[src/shared/dso_pkg.sv]
// shared constants for the burst-of-two sram core
`default_nettype none
package dso_pkg;
    localparam int unsigned LANE_W = 9;            // one byte lane incl. parity bit
    localparam int unsigned LANES = 4;             // lanes per beat
    localparam int unsigned DQ_W = LANE_W * LANES; // 36 data pins
    localparam int unsigned WORD_W = 2 * DQ_W;     // one array word holds both beats
    localparam int unsigned BE_W = 2 * LANES;      // lane enables for both beats
    localparam int unsigned ADDR_W = 4;
    localparam int unsigned DEPTH = 16;
    // pipeline taps, counted in half cycles of the k clock (one clock_i edge each)
    localparam int unsigned SR_W = 6;
    localparam int unsigned TAP_HOLD = 1;          // read word latched at k rise n+1
    localparam int unsigned TAP_BEAT1 = 1;         // write beat 1 at k rise n+1
    localparam int unsigned TAP_BEAT2 = 2;         // write beat 2 at k# rise n+1.5
    localparam int unsigned TAP_COMMIT = 3;        // merged write into the array
    localparam int unsigned TAP_DRV_A = 3;         // drivers on from k rise n+2
    localparam int unsigned TAP_DRV_B = 4;
    localparam int unsigned TAP_TOFF_LO = 2;       // termination off half a cycle early
    localparam int unsigned TAP_TOFF_HI = 5;       // and back half a cycle late
    // impedance tracking
    localparam int unsigned CLK_PERIOD_NS = 50;
    localparam int unsigned CAL_INTERVAL_CYC = 1024;
    localparam int unsigned CAL_CNT_W = 10;
    localparam int unsigned CAL_CODE_W = 4;
    localparam logic [CAL_CODE_W-1:0] CAL_CODE_RST = 4'h8;
    localparam logic [CAL_CODE_W-1:0] CAL_CODE_MAX = 4'hf;
    localparam logic [CAL_CODE_W-1:0] CAL_CODE_MIN = 4'h0;
endpackage : dso_pkg
`default_nettype wire

[src/rtl/dso_mem.sv]
// word array with per-lane write enables and registered read data
`default_nettype none
module dso_mem (
    input wire logic clock_i,
    input wire logic rst_n_i,
    input wire logic rd_en_i,
    input wire logic [dso_pkg::ADDR_W-1:0] rd_addr_i,
    output logic [dso_pkg::WORD_W-1:0] rd_data_o,
    input wire logic [dso_pkg::BE_W-1:0] wr_be_i,
    input wire logic [dso_pkg::ADDR_W-1:0] wr_addr_i,
    input wire logic [dso_pkg::WORD_W-1:0] wr_data_i
);
    import dso_pkg::*;

    wire logic [WORD_W-1:0] lane_rd;
    logic [WORD_W-1:0] next_rd_data;

    // one small store per lane, so no lane process ever writes another lane's store
    for (genvar g = 0; g < BE_W; g++) begin : g_lane
        logic [LANE_W-1:0] lane_mem [DEPTH];
        // masked lanes get no enable and keep their old contents
        always_ff @(posedge clock_i) begin
            if (wr_be_i[g]) begin
                lane_mem[wr_addr_i] <= wr_data_i[g*LANE_W +: LANE_W];
            end
        end
        assign lane_rd[g*LANE_W +: LANE_W] = lane_mem[rd_addr_i];
    end

    // read data held until the next read
    always_comb begin
        next_rd_data = rd_en_i ? lane_rd : rd_data_o;
    end

    always_ff @(posedge clock_i or negedge rst_n_i) begin
        if (!rst_n_i) begin
            rd_data_o <= '0;
        end else begin
            rd_data_o <= next_rd_data;
        end
    end
endmodule : dso_mem
`default_nettype wire

[src/rtl/dso_sram.sv]
// command decode, data pipeline, termination and impedance tracking
`default_nettype none
// Functional notes
// RULE1: termination pin low or open keeps all input termination off.
// RULE2: termination pin high turns on data, mask and clock termination.
// RULE3: termination impedance recalibrated periodically, sharing the driver calibration code.
// RULE4: controller must never float mask or clock inputs while termination is on.
// RULE5: with termination on, data termination on for writes and idle, off for reads.
// RULE6: data termination off half cycle before drivers on, back half cycle after.
// RULE7: controller drives data for writes and idle, releases and terminates for reads.
// RULE8: controller should shorten terminated-but-undriven gaps around read turnarounds.
// RULE9: drivers off one cycle starting two cycles after idle or write command.
// RULE10: during that driver-off cycle the data level comes from termination.
// RULE11: lane stored per beat when its low-active mask is low at that beat.
// RULE12: all masks high on both beats aborts the write, array unchanged.
// RULE13: load strobe high is deselect; drivers idle once pending bursts finish.
// RULE14: controller presents beat one at next k rise, beat two at k# rise.
// RULE15: mask bit n governs data bits 9n to 9n+8.
// RULE16: every read or write moves exactly two beats; commands may issue every cycle.
// RULE17: read data beats start at the second k rise after the command.
// RULE18: write data merged into the array at the command address, masked lanes kept.
module dso_sram (
    input wire logic clock_i,
    input wire logic rst_n_i,
    input wire logic load_strobe_n_i,
    input wire logic read_not_write_i,
    input wire logic [dso_pkg::ADDR_W-1:0] addr_i,
    input wire logic [dso_pkg::DQ_W-1:0] dq_i,
    input wire logic [dso_pkg::LANES-1:0] byte_write_mask_n_i,
    input wire logic termination_enable_pin_i,
    input wire logic impedance_compare_i,
    output logic k_phase_o,
    output logic [dso_pkg::DQ_W-1:0] dq_o,
    output logic dq_oe_o,
    output logic term_data_o,
    output logic term_ctrl_o,
    output logic [dso_pkg::CAL_CODE_W-1:0] imp_code_o
);
    import dso_pkg::*;

    // ---- strap and comparator synchronisers, impedance tracking ----
    logic [2:0] term_sync;
    logic [2:0] cmp_sync;
    logic term_on;
    logic cmp_hi;
    logic [CAL_CNT_W-1:0] cal_cnt;
    logic cal_tick;
    logic [2:0] next_term_sync;
    logic [2:0] next_cmp_sync;
    logic next_term_on;
    logic next_cmp_hi;
    logic [CAL_CNT_W-1:0] next_cal_cnt;
    logic next_cal_tick;
    logic [CAL_CODE_W-1:0] next_imp_code;

    // a level only counts once the 2nd and 3rd stages agree
    always_comb begin
        next_term_sync = {term_sync[1:0], termination_enable_pin_i};
        next_cmp_sync = {cmp_sync[1:0], impedance_compare_i};
        next_term_on = (term_sync[1] == term_sync[2]) ? term_sync[2] : term_on; // RULE1 RULE2
        next_cmp_hi = (cmp_sync[1] == cmp_sync[2]) ? cmp_sync[2] : cmp_hi;
        next_cal_tick = (cal_cnt == CAL_CNT_W'(CAL_INTERVAL_CYC - 1));
        next_cal_cnt = next_cal_tick ? '0 : cal_cnt + 1'b1;
        next_imp_code = imp_code_o;
        // one step per evaluation so a noisy compare cannot jolt the impedance
        if (cal_tick) begin // RULE3
            if (cmp_hi && imp_code_o != CAL_CODE_MAX) begin
                next_imp_code = imp_code_o + 1'b1;
            end else if (!cmp_hi && imp_code_o != CAL_CODE_MIN) begin
                next_imp_code = imp_code_o - 1'b1;
            end
        end
    end

    always_ff @(posedge clock_i or negedge rst_n_i) begin
        if (!rst_n_i) begin
            term_sync <= '0;
            cmp_sync <= '0;
            term_on <= 1'b0;
            cmp_hi <= 1'b0;
            cal_cnt <= '0;
            cal_tick <= 1'b0;
            imp_code_o <= CAL_CODE_RST;
        end else begin
            term_sync <= next_term_sync;
            cmp_sync <= next_cmp_sync;
            term_on <= next_term_on;
            cmp_hi <= next_cmp_hi;
            cal_cnt <= next_cal_cnt;
            cal_tick <= next_cal_tick;
            imp_code_o <= next_imp_code;
        end
    end

    // ---- command pipeline and data path ----
    logic [SR_W-1:0] rd_sr;
    logic [SR_W-1:0] wr_sr;
    logic [ADDR_W-1:0] wa_cmd;
    logic [ADDR_W-1:0] wa_data;
    logic [DQ_W-1:0] wd_lo;
    logic [DQ_W-1:0] wd_hi;
    logic [LANES-1:0] be_lo;
    logic [LANES-1:0] be_hi;
    logic [WORD_W-1:0] rd_hold;
    logic [DQ_W-1:0] rd_hi_pend;
    logic [WORD_W-1:0] mem_rdata;
    logic sample_edge;
    logic push_rd;
    logic push_wr;
    logic [BE_W-1:0] commit_be;
    logic [SR_W-1:0] next_rd_sr;
    logic [SR_W-1:0] next_wr_sr;
    logic [ADDR_W-1:0] next_wa_cmd;
    logic [ADDR_W-1:0] next_wa_data;
    logic [DQ_W-1:0] next_wd_lo;
    logic [DQ_W-1:0] next_wd_hi;
    logic [LANES-1:0] next_be_lo;
    logic [LANES-1:0] next_be_hi;
    logic [WORD_W-1:0] next_rd_hold;
    logic [DQ_W-1:0] next_rd_hi_pend;
    logic [DQ_W-1:0] next_dq;
    logic next_dq_oe;
    logic next_term_data;

    // k_phase_o low means the coming edge is a k rise; commands are taken only then
    assign sample_edge = !k_phase_o;
    assign push_rd = sample_edge && !load_strobe_n_i && read_not_write_i; // RULE13 RULE17
    assign push_wr = sample_edge && !load_strobe_n_i && !read_not_write_i; // RULE13
    // an all-masked write yields no lane enable, so the array is left alone
    assign commit_be = wr_sr[TAP_COMMIT] ? {be_hi, be_lo} : '0; // RULE12 RULE18

    always_comb begin
        // every accepted command occupies exactly its own slots; overlap is fine
        next_rd_sr = {rd_sr[SR_W-2:0], push_rd}; // RULE16
        next_wr_sr = {wr_sr[SR_W-2:0], push_wr}; // RULE16
        next_wa_cmd = push_wr ? addr_i : wa_cmd;
        next_wa_data = wa_data;
        next_wd_lo = wd_lo;
        next_wd_hi = wd_hi;
        next_be_lo = be_lo;
        next_be_hi = be_hi;
        if (wr_sr[TAP_BEAT1]) begin // RULE11
            next_wa_data = wa_cmd;
            next_wd_lo = dq_i;
            next_be_lo = ~byte_write_mask_n_i; // RULE15
        end
        if (wr_sr[TAP_BEAT2]) begin // RULE11
            next_wd_hi = dq_i;
            next_be_hi = ~byte_write_mask_n_i; // RULE15
        end
        // latched early so a back-to-back read cannot overwrite it mid-burst
        next_rd_hold = rd_sr[TAP_HOLD] ? mem_rdata : rd_hold;
        next_rd_hi_pend = rd_sr[TAP_DRV_A] ? rd_hold[WORD_W-1:DQ_W] : rd_hi_pend;
        next_dq = dq_o;
        if (rd_sr[TAP_DRV_A]) begin // RULE17
            next_dq = rd_hold[DQ_W-1:0];
        end else if (rd_sr[TAP_DRV_B]) begin
            next_dq = rd_hi_pend;
        end
        // drivers only in read beat slots; idle or write slots stay tri-stated
        next_dq_oe = rd_sr[TAP_DRV_A] || rd_sr[TAP_DRV_B]; // RULE9 RULE13 RULE17
        // termination window wraps the driver window by half a cycle each side
        next_term_data = term_on && !(|rd_sr[TAP_TOFF_HI:TAP_TOFF_LO]); // RULE5 RULE6 RULE10
    end

    always_ff @(posedge clock_i or negedge rst_n_i) begin
        if (!rst_n_i) begin
            k_phase_o <= 1'b0;
            rd_sr <= '0;
            wr_sr <= '0;
            wa_cmd <= '0;
            wa_data <= '0;
            wd_lo <= '0;
            wd_hi <= '0;
            be_lo <= '0;
            be_hi <= '0;
            rd_hold <= '0;
            rd_hi_pend <= '0;
            dq_o <= '0;
            dq_oe_o <= 1'b0;
            term_data_o <= 1'b0;
            term_ctrl_o <= 1'b0;
        end else begin
            k_phase_o <= !k_phase_o;
            rd_sr <= next_rd_sr;
            wr_sr <= next_wr_sr;
            wa_cmd <= next_wa_cmd;
            wa_data <= next_wa_data;
            wd_lo <= next_wd_lo;
            wd_hi <= next_wd_hi;
            be_lo <= next_be_lo;
            be_hi <= next_be_hi;
            rd_hold <= next_rd_hold;
            rd_hi_pend <= next_rd_hi_pend;
            dq_o <= next_dq;
            dq_oe_o <= next_dq_oe;
            term_data_o <= next_term_data;
            term_ctrl_o <= term_on; // RULE1 RULE2
        end
    end

    // array: read on the command edge, merged write two cycles later
    dso_mem u_mem (
        .clock_i(clock_i),
        .rst_n_i(rst_n_i),
        .rd_en_i(push_rd),
        .rd_addr_i(addr_i),
        .rd_data_o(mem_rdata),
        .wr_be_i(commit_be),
        .wr_addr_i(wa_data),
        .wr_data_i({wd_hi, wd_lo})
    );
endmodule : dso_sram
`default_nettype wire

[config.mk]
export PLATFORM = sky130hd
export DESIGN_NAME = dso_sram
export DESIGN_NICKNAME = d
export VERILOG_FILES = /design/src/shared/dso_pkg.sv /design/src/rtl/dso_mem.sv /design/src/rtl/dso_sram.sv
export SDC_FILE = /design/constraint.sdc
export NUM_CORES = 1
export LEC_CHECK = 0
export BUFFER_PORTS_ARGS = -buffer_cell sky130_fd_sc_hd__buf_2
export CORE_MARGIN = 8
export CORE_UTILIZATION = 65
export DETAILED_ROUTE_END_ITERATION = 12
export PLACE_DENSITY = 0.82
export SYNTH_ARGS = -nofsm -noshare
export SYNTH_HDL_FRONTEND = slang
export SYNTH_SLANG_ARGS = --single-unit
[constraint.sdc]
create_clock -name clock_i -period 3.4 [get_ports clock_i]
set_input_delay 1.02 -clock clock_i [delete_from_list [all_inputs] [get_ports clock_i]]
set_output_delay 1.02 -clock clock_i [all_outputs]
set_load 0.1 [all_outputs]
==> impl_metrics.toml <==
[outcome]
outcome = "finished, final reports clean"

[worst_setup_path]
path_depth = 1
cp-endpoint = "imp_code_o[3]"
worstSetupPathType = "reg -> out"
r2r-end = "u_mem.g_lane[7].lane_mem[6][7]$_DFFE_PP_"
cpMaxStageDelayCell = "dfstp_2"
crit_chain = "buf_2"
reg2reg_from = "wa_data[1]$_DFFE_PN0P_"
rrSetupSlack_ns = 0.75
critPathBufInv = 1
crit_start = "imp_code_o[3]$_DFFE_PN1P_"
end_kind = "primary output"
critical_path_arrival_ns = 1.71
max_stage_delay_ns = 0.56
critPathTopFamily = "flip-flops"
worstPathRequired_ns = 2.38
startpoint_type = "flop"
r2r_cells = 4
critPathMaxFanout = 4

[global_routing]
grt_pass1_vias = 32740
grt_first_pass_wirelength_um = 213300
antenna_found_initial = 10
track_usage = 0.2952
grt_max_degree = 111
overflow = 0

[finish]
nets = 3482
instances_no_fill = 4701
drive_gt1_frac = 0.2442
area_delta_synth_final_pct = 13.39
fin_util = 0.7445

[logic_synthesis]
synth-simple-area-share = 0.03477
synth_nets = 3205
synth.area.mux_share = 0.1524
synth_cell_types = 41
syn_avg_cell_area_um2 = 18.08
ys_ff_latch = 1493
synthXorXnorAreaFrac = 0.001538
syn_area_um2 = 56960
ys_async_sr_fraction = 0.2284
synth-adder-area-share = 0.001362
synth-compound-area-share = 0.03552
synth_ff_type = "edfxtp_1"
synthCells = 3151
seq_area_frac_synth = 0.7571
synth_top_family_by_area = "multiplexers"
yosys_warnings = 0
synth_edf_count = 1152

[place]
post-place-cells = 4438
globalplace.congestion = 0.8296
hpwl_um = 86670
io_buffers = 93

[pwr]
internal_power_mw = 31.23
pwr-share-seq = 0.541
p_clk_frac = 0.377
pwr-share-comb = 0.082
power_leakage_nw = 22.82
peakVddDrop_mv = 0.5524
p_sw_mw = 10.25
power.density_nw_per_um2 = 642.3
sw_frac_of_total = 0.2472

[clocking]
cts_tree = "done"
insertion_delay_ns = 0.74
h-tree-depth = 4
clk_pin_slew_ns = 0.06
cts_resized = 0
root_buffer = "clkbuf_16"
cts_hold_buf = 0
cts_max_path_buffers = 3
cts_buffers = 143
cts_sinks = 1493
postCtsSetupBuffers = 0

[sta]
rsz0062_at_grt = "no"
fin_setup_tns_ns = 0
period_minus_slack_ns = 2.732
setup_violations = 0
fmax_ghz = 0.3660
relSlewSlack = 0.2372
slew_violations = 0
hold_violations = 0
tightest_slew_ns = 1.144
min_period_over_period = 0.8035
finalClockSkew_ns = 0.03367

[floorplan]
die_x_um = 312.0
rows = 108
dieArea_um2 = 97360
ios = 94
start_util = 0.6566
core_area_um2 = 86750
fp.dieH_um = 312.0

[detailed_routing]
avgViaCountPerCell = 6.787
avgRoutedWirePerCell_um = 30.91
drt_pass1_iterations = 6
drtIter0Drc = 4746
postRouteAntennaNets = 0
drc = 0
wirelength_um = 145300
vias = 31910

[worst_hold_path]
hp-class = "in -> async"

[job]
cap_viol_max_count = 0
[power by group through the flow]
| stage | clock [mW] | sequential, mW | combinational (mW) |
|---|---|---|---|
| floorplan | 0 | 23.0 | 1.50 |
| global placement | 0 | 22.6 | 3.21 |
| detailed placement | 0 | 22.7 | 3.32 |
| CTS | 15.7 | 22.4 | 3.38 |
| global route | 16.4 | 22.5 | 3.56 |
| finish | 15.6 | 22.5 | 3.39 |
[logic make-up after synthesis]
group | Yosys count
flops | 1493
mux | 666
simple gates | 475
compound gates | 310
buf+inv | 191
xor+xnor | 10
fa+ha+maj | 6
[cells in the mapped netlist (all sizes together), types with 2 or more instances]
cell type | number | area [um^2]
inv | 11 | 41.29
xor2 | 3 | 26.28
dfrtp | 340 | 8508
and4 | 2 | 17.52
a31oi | 71 | 444.2
maj3 | 2 | 20.02
nor2 | 214 | 805.8
nor3 | 3 | 15.01
a21oi | 53 | 265.3
xnor2 | 7 | 61.31
nor2b | 9 | 56.30
and2 | 2 | 12.51
buf | 106 | 665.6
ha | 3 | 37.54
mux2i | 335 | 3353
mux4 | 142 | 3198
o21ai | 37 | 185.2
a22oi | 144 | 1081
nand4 | 51 | 319.1
clkbuf | 74 | 279.0
mux2 | 189 | 2128
nand3 | 11 | 55.05
nand2 | 179 | 671.9
edfxtp | 1152 | 34590
[through the flow]
step                      power [mW]  hold slack (ns)  cell area [um^2]  setup slack (ns)
after floorplan                24.48           0.3312             56960            0.9575
after global placement         25.81           0.3332             59970            0.3726
after detailed placement       26.06           0.3354             59970            0.3332
after CTS                      41.49           0.2646             64580            0.6254
after global routing           42.50           0.2788             64580            0.6191
final                          41.48           0.2621             64590            0.6680
[placed cells by master, fill, tap and decap left out, types with 2 or more instances in the layout]
cell type	n
edfxtp_1	1152
mux2i_1	335
dfrtp_1	335
nor2_1	212
buf_4	195
mux2_2	189
nand2_1	179
clkbuf_16	149
a22oi_1	144
mux4_2	142
buf_2	89
a31oi_1	71
a21oi_1	53
nand4_1	51
clkbuf_1	38
o21ai_0	36
buf_12	25
clkinv_2	24
clkinv_1	15
clkbuf_8	14
nand3_1	11
inv_1	10
bufinv_16	9
xnor2_1	7
nor2b_1	5
inv_6	5
diode_2	4
nor3_1	3
xor2_1	3
nor2b_4	3
ha_1	3
buf_8	3
dfrtp_2	3
and4_1	2
inv_4	2
nor2_4	2
maj3_1	2
clkinvlp_4	2
clkinv_8	2
dfrtp_4	2
[cell type report]
class	instances	area [um^2]
multi-input cells	1467	12890
clock buffers	201	4064
repair buffers	312	2455
clock inverters	58	544.3
diodes	4	10.01
fillers	4631	22170
flip-flops and latches	1493	43140
inverters	11	43.79
well taps	1155	1445
[metal layers]
metal / wire [um] / track usage / vias up / part of all wire
met2: 69190 / 0.4692 / 2418 / 0.48
met3: 18120 / 0.08158 / 425 / 0.12
li1: - / - / 12830 / -
met5: 62 / 0 / - / 0.00043
met1: 51930 / 0.3913 / 16230 / 0.36
met4: 6002 / 0.1171 / 8 / 0.041
[worst min-delay path by stage]
stage	start	end	slack, ns	depth (start not counted)
global placement	wr_sr[0]$_DFF_PN0_	wr_sr[1]$_DFF_PN0_	0.33	0
finish	rst_n_i	dq_o[20]$_DFFE_PN0P_	0.26	1
global route	rst_n_i	dq_o[20]$_DFFE_PN0P_	0.28	1
CTS	rst_n_i	rd_hold[65]$_DFFE_PN0P_	0.26	1
floorplan	cmp_sync[0]$_DFF_PN0_	cmp_sync[1]$_DFF_PN0_	0.33	0
detailed placement	wr_sr[0]$_DFF_PN0_	wr_sr[1]$_DFF_PN0_	0.34	0
[state kept, by name (all words and copies together), names as in the netlist, 3 cells and up]
| signal | cells |
|---|---|
| wr_sr | 4 |
| cal_cnt | 10 |
| cmp_sync | 3 |
| rd_hi_pend | 36 |
| wa_data | 4 |
| u_mem.rd_data_o | 72 |
| wa_cmd | 4 |
| rd_sr | 6 |
| imp_code_o | 4 |
| term_sync | 3 |
| be_lo | 4 |
| rd_hold | 72 |
| be_hi | 4 |
| u_mem.g_lane.lane_mem | 1152 |
| wd_lo | 36 |
| wd_hi | 36 |
| dq_o | 36 |
(Power assumes the default switching activity.)
